<file path="config.mk">
export PLATFORM = sky130hd
export DESIGN_NAME = acc_cal_regs
export DESIGN_NICKNAME = d
export VERILOG_FILES = /design/src/core/acc_pkg.sv /design/src/core/acc_cal_seq.sv /design/src/core/acc_cal_regs.sv
export VERILOG_INCLUDE_DIRS = /design/src /design/src/core
export SDC_FILE = /design/constraint.sdc
export NUM_CORES = 1
export LEC_CHECK = 0
export ABC_AREA = 0
export BUFFER_PORTS_ARGS = -buffer_cell sky130_fd_sc_hd__clkbuf_2
export CAP_MARGIN = 20
export CORE_ASPECT_RATIO = 1.1
export CORE_MARGIN = 10
export CORE_UTILIZATION = 47
export DETAILED_ROUTE_END_ITERATION = 10
export PLACE_DENSITY = 0.8
export SETUP_SLACK_MARGIN = 0.5
export SLEW_MARGIN = 0
export SYNTH_ARGS = -nofsm -noshare
export SYNTH_HDL_FRONTEND = slang
export SYNTH_SLANG_ARGS = --single-unit
export TNS_END_PERCENT = 100
</file>
<file path="constraint.sdc">
create_clock -name ref_clk -period 1.84 [get_ports ref_clk]
set_clock_uncertainty 0.1 [all_clocks]
set_input_delay 0.184 -clock ref_clk [delete_from_list [all_inputs] [get_ports ref_clk]]
set_output_delay 0.184 -clock ref_clk [all_outputs]
set_load 0.02 [all_outputs]
</file>
<file path="src/core/acc_defs.svh">
// register offsets, field positions and reset values of the calibration bank
`ifndef ACC_DEFS_SVH
`define ACC_DEFS_SVH
`define ACC_CAL_EN_IDX 8'h61
`define ACC_PASS_SEL_IDX 8'h62
`define ACC_REF_CFG_IDX 8'h65
`define ACC_STATUS_IDX 8'h70
`define ACC_FG_BIT 0
`define ACC_BG_BIT 1
`define ACC_FGOS_BIT 2
`define ACC_BGOS_BIT 3
`define ACC_OFFSET_REFERENCE_SELECT_BIT 2
`define ACC_CAL_EN_RST 8'h01
`define ACC_PASS_SEL_RST 8'h01
`define ACC_REF_CFG_RST 8'h01
`define ACC_ADDR_W 10
`endif

</file>
<file path="src/core/acc_pkg.sv">
// types shared by the calibration configuration bank
package acc_pkg;
  typedef logic [7:0] acc_byte_t;
endpackage

</file>
<file path="src/core/acc_cal_seq.sv">
// calibration sequencer: clears stored values then runs the foreground pass if selected
`timescale 1ns/10ps
`default_nettype none
module acc_cal_seq
  import acc_pkg::*;
(
  // clock and reset
  input wire logic ref_clk,
  input wire logic rst_n,
  // settings
  input wire logic cal_enable,
  input wire logic foreground_cal_run,
  // engine controls
  output logic clear_values_r,
  output logic fg_pass_r,
  output logic fg_done_r
);
  typedef enum logic [1:0] {IDLE, CLEAR, FG, DONE} acc_seq_t;
  acc_seq_t state_r, state_nxt;

  always_comb
  begin
    state_nxt = state_r;
    unique case (state_r)
      IDLE: state_nxt = cal_enable ? CLEAR : IDLE;
      // stored values always cleared first, fg pass only if selected
      CLEAR: state_nxt = foreground_cal_run ? FG : DONE;
      FG: state_nxt = DONE;
      DONE: state_nxt = DONE;
    endcase
    if (!cal_enable)
      state_nxt = IDLE;
  end

  always_ff @(posedge ref_clk or negedge rst_n)
  begin
    if (!rst_n)
    begin
      state_r <= IDLE;
      clear_values_r <= 1'b0;
      fg_pass_r <= 1'b0;
      fg_done_r <= 1'b0;
    end
    else
    begin
      state_r <= state_nxt;
      clear_values_r <= (state_nxt == CLEAR);
      fg_pass_r <= (state_nxt == FG);
      fg_done_r <= (state_nxt == DONE);
    end
  end
endmodule
`default_nettype wire

</file>
<file path="src/core/acc_cal_regs.sv">
// calibration configuration register bank with avalon-mm slave
//
// Decided for this implementation: the Avalon-MM register port.
`timescale 1ns/10ps
`default_nettype none
`include "acc_defs.svh"
module acc_cal_regs
  import acc_pkg::*;
(
  // clock and reset
  input wire logic ref_clk,
  input wire logic rstn,
  // avalon-mm slave
  input wire logic [`ACC_ADDR_W-1:0] avs_address,
  input wire logic avs_read,
  input wire logic avs_write,
  input wire logic [31:0] avs_writedata,
  input wire logic [3:0] avs_byteenable,
  output logic [31:0] avs_readdata,
  output logic avs_waitrequest,
  // calibration engine controls
  output logic cal_run,
  output logic clear_values,
  output logic fg_cal_active,
  output logic fg_offset_cal_active,
  output logic bg_cal_active,
  output logic bg_offset_cal_active,
  output logic offset_ref_spare
);
  logic rst_s1_r, rst_n_r;
  acc_byte_t cal_en_r, pass_sel_r, ref_cfg_r;
  logic ack_r;
  logic [31:0] rdata_r;
  logic fg_pass, fg_done;

  // reset released through two flops, asserted asynchronously
  always_ff @(posedge ref_clk or negedge rstn)
  begin
    if (!rstn)
    begin
      rst_s1_r <= 1'b0;
      rst_n_r <= 1'b0;
    end
    else
    begin
      rst_s1_r <= 1'b1;
      rst_n_r <= rst_s1_r;
    end
  end

  // byte addresses are four times the printed index
  wire [7:0] word_idx = avs_address[`ACC_ADDR_W-1:2];
  wire aligned = (avs_address[1:0] == 2'b00);
  wire hit_en = aligned && (word_idx == `ACC_CAL_EN_IDX);
  wire hit_sel = aligned && (word_idx == `ACC_PASS_SEL_IDX);
  wire hit_ref = aligned && (word_idx == `ACC_REF_CFG_IDX);
  wire hit_sts = aligned && (word_idx == `ACC_STATUS_IDX);
  wire req = (avs_read || avs_write) && !ack_r;
  // a write lands on the edge that ends its waitrequest-low cycle
  wire wr_lane0 = avs_write && ack_r && avs_byteenable[0];
  wire [31:0] rd_mux =
    hit_en ? {24'h000000, cal_en_r} :
    hit_sel ? {24'h000000, pass_sel_r} :
    hit_ref ? {24'h000000, ref_cfg_r} :
    hit_sts ? {29'h00000000, fg_done, fg_pass, clear_values} :
    32'h00000000;

  // one wait cycle per access; ack_r ends it
  assign avs_waitrequest = (avs_read || avs_write) && !ack_r;
  assign avs_readdata = rdata_r;

  always_ff @(posedge ref_clk or negedge rst_n_r)
  begin
    if (!rst_n_r)
    begin
      cal_en_r <= `ACC_CAL_EN_RST;
      pass_sel_r <= `ACC_PASS_SEL_RST;
      ref_cfg_r <= `ACC_REF_CFG_RST;
      ack_r <= 1'b0;
      rdata_r <= 32'h00000000;
    end
    else
    begin
      ack_r <= req;
      if (avs_read && req)
        rdata_r <= rd_mux;
      // all bits stored as written, reserved ones included
      if (wr_lane0 && hit_en)
        cal_en_r <= avs_writedata[7:0];
      if (wr_lane0 && hit_sel)
        pass_sel_r <= avs_writedata[7:0];
      if (wr_lane0 && hit_ref)
        ref_cfg_r <= avs_writedata[7:0];
    end
  end

  assign cal_run = cal_en_r[0];

  acc_cal_seq u_seq (
    .ref_clk(ref_clk),
    .rst_n(rst_n_r),
    .cal_enable(cal_run),
    .foreground_cal_run(pass_sel_r[`ACC_FG_BIT]),
    .clear_values_r(clear_values),
    .fg_pass_r(fg_pass),
    .fg_done_r(fg_done)
  );

  assign fg_cal_active = fg_pass;
  // offset pass gated by its parent enable
  assign fg_offset_cal_active = fg_pass &&
    pass_sel_r[`ACC_FGOS_BIT] && pass_sel_r[`ACC_FG_BIT];
  assign bg_cal_active = cal_run && fg_done &&
    pass_sel_r[`ACC_BG_BIT];
  assign bg_offset_cal_active = bg_cal_active &&
    pass_sel_r[`ACC_BGOS_BIT];
  // 0: mid-code target, 1: spare converter as reference
  assign offset_ref_spare = ref_cfg_r[`ACC_OFFSET_REFERENCE_SELECT_BIT];
endmodule
`default_nettype wire

</file>
# Word level (Yosys, flattened, before mapping)
# Index checks and enable logic that the tools add are counted.
# W data, S select, Z words.
op_classes:
  n_eq_ne: 10
  n_reduce_logical: 21
  n_mux: 7
ops:
  columns: ["cell", "count"]
  rows:
  - ["$eq A8 B7 Y1 const B", 4]
  - ["$mux W8", 3]
  - ["$logic_and A1 B1 Y1", 16]
  - ["$eq A2 B2 Y1 const B", 4]
  - ["$pmux W2 S3", 1]
  - ["$eq A2 B1 Y1 const B", 2]
  - ["$logic_not A2 Y1", 2]
  - ["$mux W3", 1]
  - ["$mux W2", 1]
  - ["$reduce_or A2 Y1", 1]
  - ["$logic_not A1 Y1", 1]
  - ["$logic_or A1 B1 Y1", 1]
  - ["$mux W1", 1]
word_totals:
  inputBits: 50
  ff_bits: 64
  out_inout_bits: 40
  elab_cells: 49

# Depth between registers and ports, before layout
# Gate-level depths: netlist of the first run.
logic_depth:
  ltp_word: 6
  ltp_mapped: 5

# Modules after synthesis
# From an unflattened synthesis of the first run, not the netlist that was laid out.
hier_totals:
  hier_cells: 171
  hier_area_um2: 2037.0
by_module_without_submodules:
  columns: ["mod", "seq_area_each_um2", "area_each_um2", "cells_each", "n_inst"]
  rows:
  - ["acc_cal_regs", 879.6, 1865.5, 158, 1]
  - ["acc_cal_seq", 125.1, 171.4, 13, 1]

# Worst setup path after synthesis of the first run
# No wires, ideal clock.
synth_path:
  path_type: "input to register"
  startpoint: "input avs_address[9]"
  endpoint: "register ref_cfg_r[1]"
  required_ns: 1.615
  arrival_ns: 1.308
  slack_ns: 0.307
  stages: 4
  setup_time_ns: 0.125
  path_cell_list: "nand4bb_4 > nor4_4 > nand4b_4 > mux2_2"
synth_via:
  elab_chain_cells: 3
synth_rtl:
  columns: ["item", "line_no", "rtl"]
  rows:
  - ["start: declaration", "acc_cal_regs.sv:14", "input wire logic [`ACC_ADDR_W-1:0] avs_address,"]
  - ["$eq A8 B7 Y1 (no source line)", null, null]
  - ["$logic_and A1 B1 Y1", "acc_cal_regs.sv:56", "wire hit_ref = aligned && (word_idx == `ACC_REF_CFG_IDX);"]
  - ["$logic_and A1 B1 Y1", "acc_cal_regs.sv:92", "if (wr_lane0 && hit_ref)"]
  - ["end signal: assignment", "acc_cal_regs.sv:78", "ref_cfg_r <= `ACC_REF_CFG_RST;"]
  - ["end signal: assignment", "acc_cal_regs.sv:93", "ref_cfg_r <= avs_writedata[7:0];"]
  - ["end: declaration", "acc_cal_regs.sv:31", "acc_byte_t cal_en_r, pass_sel_r, ref_cfg_r;"]
# No other way between the ends.
# A chain may end at the register's enable or synchronous reset.

# Worst setup path after layout of the first run
layout_path:
  startpoint: "register cal_en_r[0]"
  endpoint: "output bg_offset_cal_active"
layout_via:
  elab_chain_cells: 3
layout_rtl:
  columns: ["item", "line_no", "rtl"]
  rows:
  - ["start: declaration", "acc_cal_regs.sv:31", null]
  - ["start signal: assignment", "acc_cal_regs.sv:76", "cal_en_r <= `ACC_CAL_EN_RST;"]
  - ["start signal: assignment", "acc_cal_regs.sv:89", "cal_en_r <= avs_writedata[7:0];"]
  - ["$logic_and A1 B1 Y1 (2 in a row)", "acc_cal_regs.sv:113", "assign bg_cal_active = cal_run && fg_done &&"]
  - ["$logic_and A1 B1 Y1", "acc_cal_regs.sv:115", "assign bg_offset_cal_active = bg_cal_active &&"]
  - ["end: declaration", "acc_cal_regs.sv:27", "output logic bg_offset_cal_active,"]
# No other way between the ends.

==> key figures, run 1 <==
Placement
  – Pre-CTS setup slack: about 160 ps
  – RePlAce Congestion: 0.815
  – IO Port Bufs: 38
  – Cell count after placement: 258
  – Dpl hpwl: 3.29 mm

Critical path
  – R2r worst-path depth: 5
  – Kind of end point of the critical path: output pin
  – Worst Path Max Fanout: 2
  – Startpoint Class: register
  – R2R Setup Slk: 290 ps
  – Crit path arrival time: around 1300 ps
  – RR Endpoint: avs_readdata[4]
  – Critical path class: reg -> out
  – Critical Path RT: 1560 ps
  – Reg-to-reg startpoint: ack_r

Worst hold path
  – Worst Hold Class: in -> reg
  – Hold path depth: 2
  – Hold endpoint: ref_cfg_r[3]
  – Worst hold start: avs_writedata[3]

Yosys
  – Synth Area in Simple Gates: 14.3%
  – Synth area leader: dfrtp_1
  – Post-synthesis compound-gate area fraction: 9.55%
  – Ranking of synthesized cells by area: dfrtp_1 46%, mux2_2 16%, buf_4 9.0%
  – Flops & latches, synth: 40
  – Commonest cells in the netlist: 37 x dfrtp_1, 28 x mux2_2, 24 x buf_4, 11 x nand2_1, 9 x o21ai_0
  – Seq/Total Area, Yosys: between 50% and 60%
  – Mapped Area: 2000 µm²
  – Count leader, synth: dfrtp_1
  – Async set-reset flop share out of synthesis: 100%
  – Synth Area in XOR/XNOR: 0%
  – Synth Flop Type: dfrtp_1
  – EDFF count, synth: 0
  – Mux contribution to synthesized area: 15.7%
  – Main combinational cell family by area after synthesis: multiplexers
  – Synth Instances: 167
  – Number of distinct library cells after synthesis: 32
  – Top cell type's share of synthesized area: 46.2%
  – Ys Warns: 0
  – Syn_area_per_cell: 12.0 µm²
  – Synth Area in Adders: 0%

Global route
  – Global route hottest layer: met2
  – Initial antenna violation count: 0
  – Met3 usage: 5.27%
  – Total gr overflow: 0
  – Largest net degree at the start of global routing: 39
  – Met2 Use GR: a little under a fifth
  – Vias in the first global route: 1456
  – First-pass GRT wire length: between 6 and 7 mm
  – Total global-route track usage: 11.6%
  – Met1 Use GR: between 10% and 20%

Timing
  – Rel. slew slack: 61.3%
  – Setup-failing EPs final: 0
  – Final Hold Viols: 0
  – Post-route setup TNS: 0 ps
  – Max Slew Vio Count: 0
  – Maximum clock rate: 638 MHz
  – Worst slew pin tran: 579 ps
  – RSZ-0062 raised after global routing: yes
  – Tcrit/Tclk final: 85.2%
  – Final setup margin: around 270 ps
  – Final Critical Period: 1570 ps

Detailed routing
  – Total Wirelength: roughly 4.4 mm
  – Detailed Route Iter0 Violations: 89
  – Remaining routing DRC violations: 0
  – First-pass DRT Iterations: 4
  – WL/cell: ~16 µm
  – Via count: 1404
  – Final ANT Viol Nets: 0
  – Vias/cell: about 5.1

Clocking
  – CTS Buf Count: 5
  – Clk slew on worst S/H paths: 70 ps
  – Clk_lat worst skew: 290 ps
  – CTS Sinks: 40
  – CTS tree: yes
  – Root buffer cell: clkbuf_8
  – Clk buf depth: 2
  – Htree depth: 2

Layout
  – Layout Area Growth over Synthesis: 26.4%
  – # diodes: 0
  – Filler cell count: 320
  – Footprint of the multi-input gates: 986 µm²
  – Register area: 1000 µm²
  – Cell Count, Final, Fillers Out: 275
  – Share of layout cells above drive strength 1: about half
  – Nets: about 270
  – Layout Utilization: 62.5%

Floorplanning
  – Core box area: 4050 µm²
  – Number of I/O pins: 90
  – Die Wd: 82.3 µm
  – Rows: 24
  – Die area: a little over 7000 µm²
  – Height of the chip: 88.5 µm
  – Initial Util: 49.4%

Pwr
  – Flop pwr share: 52.0%
  – Leak: 1.25 nW
  – Sw Ratio: between 20% and 30%
  – Clock Power Share: 36.5%
  – Comb pwr share: 11.6%
  – P_sw: 0.418 mW
  – P_int: 1.30 mW
  – Peak supply drop: 0.000506 V
  – Power Dens Cells: 677 nW/µm²

Run
  – Max_cap viols: 0

Status
  – Status: complete, no violations
## layout by cell type (no fill, tap or decap), types with 2 or more instances in the layout
cell type   n
a21oi_1     2
a22oi_1     6
and3_4      2
buf_4       9
buf_6       5
buf_8       3
clkbuf_2   33
clkbuf_8    8
conb_1     25
dfrtp_1    37
dfstp_2     3
mux2_2     27
nand2_1    10
nand2b_1    2
nor2_1      5
nor2b_1     4
o21a_1      3
o21ai_0     5
o21ai_2     4
o32a_1      2
## sequential cells by signal, indices dropped and copies added, names as in the netlist
register / count
u_seq.fg_pass_r: 1
u_seq.clear_values_r: 1
u_seq.fg_done_r: 1
pass_sel_r: 8
avs_readdata: 8
ack_r: 1
rst_s1_r: 1
u_seq.state_r: 2
rst_n_r: 1
cal_en_r: 8
ref_cfg_r: 8
## cell type report
| cell class | count | share of cell area, % |
|---|---|---|
| well taps | 52 | 2.57 |
| repair buffers | 53 | 14.9 |
| flip-flops and latches | 40 | 39.7 |
| multi-input cells | 122 | 38.9 |
| clock buffers | 8 | 3.95 |
## worst max-delay path by stage
stage,startpoint,end,slack [ps],cells past startpoint
after global routing,ack_r,ref_cfg_r[7],220,5
after detailed placement,avs_address[9],ref_cfg_r[6],160,6
after CTS,cal_en_r[0],bg_offset_cal_active,260,3
after floorplan,avs_address[9],ref_cfg_r[1],310,4
final,cal_en_r[0],bg_offset_cal_active,270,3
after global placement,avs_address[9],ref_cfg_r[4],180,6
## logic make-up after synthesis
family	count (synthesis)
other	2
muxes	28
buffers and inverters	28
AOI/OAI and AO/OA	28
and+or+nand+nor	41
DFF	40
## per-stage QoR
stage / hold WS, ps / total power [mW] / instance area [µm²]
floorplan: -212 / 1.05 / 2100
global placement: -129 / 1.06 / 2200
detailed placement: -126 / 1.07 / 2200
CTS: 39.1 / 1.71 / 2430
global route: 44.0 / 1.78 / 2530
finish: 44.0 / 1.71 / 2530
## power by group through the flow
stage,logic (mW),clock network [mW],registers [mW]
floorplan,0.129,0,0.918
global placement,0.157,0,0.907
detailed placement,0.160,0,0.907
CTS,0.173,0.643,0.890
global route,0.213,0.679,0.891
finish,0.198,0.625,0.891
## metal layers
layer / vias up / part of all wire, % / wire length, µm
met1: 678 / 37 / 1620
met2: 65 / 48 / 2110
met5: - / 0 / 0
met4: 0 / 1.6 / 70
met3: 7 / 14 / 630
li1: 654 / - / -
## repair_timing
action / CTS / global route
gates resized for setup: 17 / 22
setup buffers: 4 / 4
hold endpoints to repair: 2 / 0
pin swaps: 2 / 7
setup endpoints to repair: 32 / 36
hold buffers: 1 / 0
## worst max-delay path: stages (launching register included)
cell     delay (ps)
dfstp_2         540
and3_4          200
and2_4          150
buf_8           100
Note: power is estimated with default switching activity, not from simulation.
==> run 2: changes to the inputs <==
--- a/config.mk
+++ b/config.mk
@@ -13,6 +13,7 @@
 export CORE_MARGIN = 10
 export CORE_UTILIZATION = 47
 export DETAILED_ROUTE_END_ITERATION = 10
+export HOLD_SLACK_MARGIN = 0.12
 export PLACE_DENSITY = 0.8
 export SETUP_SLACK_MARGIN = 0.5
 export SLEW_MARGIN = 0
==> key figures, run 2 (synthesized netlist as in run 1, its figures left out) <==
Pwr
  – Power Dens Cells: 659 nW/µm² (-2.6%)
  – Leak: 1.28 nW (+3.0%)
  – Power Total: 1.73 mW (+0.89%)
  – Peak supply drop: 0.000516 V (+1.9%)

Layout
  – Filler cell count: 313 (-2.2%)
  – # diodes: 0 (unchanged)
  – Share of layout cells above drive strength 1: 48.7% (-2.0 points)
  – Most common cell after layout, fill and taps aside: dfrtp_1
  – Most frequent cells in the layout: 37 x dfrtp_1, 33 x clkbuf_2, 27 x mux2_2
  – Nets: 281 (+3.3%)
  – Layout Area Growth over Synthesis: 30.9%

Floorplanning
  – Number of I/O pins: 90 (unchanged)
  – Core box area: 4050 µm² (unchanged)
  – Die area: 7280 µm² (unchanged)
  – Rows: 24 (unchanged)
  – Die Wd: 82.3 µm (unchanged)
  – Initial Util: 49.4% (unchanged)
  – Height of the chip: 88.5 µm (unchanged)

Clocking
  – Clk_lat worst skew: 290 ps (about the same)
  – CTS tree: yes
  – Root buffer cell: clkbuf_8
  – CTS Sinks: 40 (unchanged)
  – CTS Buf Count: 5 (unchanged)
  – Clk slew on worst S/H paths: 70 ps (about the same)
  – Clk buf depth: 2 (unchanged)
  – Htree depth: 2 (unchanged)

Timing
  – RSZ-0062 raised after global routing: yes
  – Setup-failing EPs final: 0 (unchanged)
  – Final Hold Viols: 0 (unchanged)
  – Worst slew pin tran: 580 ps (+1.26 ps)
  – Final setup margin: 272 ps (-0.998 ps)
  – Rel. slew slack: 61.2% (-0.084 points)
  – Max Slew Vio Count: 0 (unchanged)
  – Post-route setup TNS: 0 ps (unchanged)
  – Tcrit/Tclk final: 85.2% (about the same)
  – Maximum clock rate: 638 MHz (about the same)
  – Final Critical Period: 1570 ps (+0.998 ps)

Detailed routing
  – Final ANT Viol Nets: 0 (unchanged)
  – Remaining routing DRC violations: 0 (unchanged)
  – Total Wirelength: 4.48 mm (+1.0%)
  – Vias/cell: 5.09 (-0.34%)
  – Via count: 1445 (+2.9%)
  – Detailed Route Iter0 Violations: 87 (-2.2%)
  – WL/cell: 15.8 µm (-2.2%)
  – First-pass DRT Iterations: 4 (unchanged)

Placement
  – IO Port Bufs: 38 (unchanged)
  – Pre-CTS setup slack: 163 ps (unchanged)
  – Dpl hpwl: 3.29 mm (unchanged)
  – RePlAce Congestion: 0.815 (unchanged)

Critical path
  – R2R Setup Slk: 290 ps (about the same)
  – Worst Path Max Fanout: 2 (unchanged)
  – Crit path arrival time: 1280 ps (about the same)
  – Critical path class: reg -> out
  – Startpoint Class: register
  – Critical Path RT: 1560 ps (about the same)
  – Kind of end point of the critical path: output pin

Global route
  – Vias in the first global route: 1481 (+1.7%)
  – Largest net degree at the start of global routing: 39 (unchanged)
  – Total global-route track usage: 11.7% (+0.12 points)
  – Total gr overflow: 0 (unchanged)
  – Initial antenna violation count: 0 (unchanged)
  – First-pass GRT wire length: 6.60 mm (+1.6%)

Run
  – Max_cap viols: 0 (unchanged)

Worst hold path
  – Worst Hold Class: in -> reg

Status
  – Status: complete, no violations
## run 2: cell count changes in the layout (fill, tap and decap cells not counted)
cell	delta
dlygate4sd3_1	+9
## run 2: layer usage
metal / GRT usage (%) / vias up / share of wire (%)
li1: - / 675 / -
met1: 13.3 / 703 / 37
met5: 0 / - / 0
met3: 4.87 / 6 / 13
met2: 18.6 / 61 / 48
met4: 5.42 / 0 / 1.5
## run 2: worst max-delay path, cell delays in order (launching register included)
cell and delay [ps]:
dfstp_2 540, and3_4 200, and2_4 150, buf_8 100
## run 2: what timing repair did
item / 4_1_cts / 5_1_grt
hold buffers: 10 / 0
buffers inserted: 4 / 4
resized for setup: 17 / 22
hold endpoints to repair: 27 / 0
pin swaps: 2 / 7
setup endpoints to repair: 32 / 36
## run 2: where the power goes
part | leakage [nW] | total (mW) | switching, mW | internal (mW)
Clock | 0.0515 | 0.625 | 0.284 | 0.342
Combinational | 0.690 | 0.213 | 0.134 | 0.0799
Sequential | 0.541 | 0.891 | 0.00406 | 0.887
Total | 1.28 | 1.73 | 0.421 | 1.31
## run 2: cell type report
cell class	count	area (µm²)	area share, %
clock buffers	8	100	3.81
multi-input cells	122	986	37.6
flip-flops and latches	40	1000	38.3
well taps	52	65.1	2.48
repair buffers	62	468	17.8
## run 2: worst paths after layout
kind	start	to	depth (start not counted)
setup / recovery	cal_en_r[0]	bg_offset_cal_active	3
hold / removal	avs_address[1]	avs_readdata[7]	3
setup reg to reg	ack_r	ref_cfg_r[7]	5
hold reg to reg	rst_n_r	u_seq.state_r[0]	1
max in group asynchronous	rstn	rst_n_r	3
min in group asynchronous	rst_n_r	u_seq.state_r[0]	1
## run 2: per-stage QoR
stage / instance area, µm² / hold WS [ps] / utilization (%) / std cells
final: 2620 / 179 / 64.7 / 284
after detailed placement: 2200 / -126 / 54.3 / 258
after global placement: 2200 / -129 / 54.3 / 258
after CTS: 2520 / 57.6 / 62.2 / 280
after global routing: 2620 / 193 / 64.7 / 284
after floorplan: 2100 / -212 / - / 190
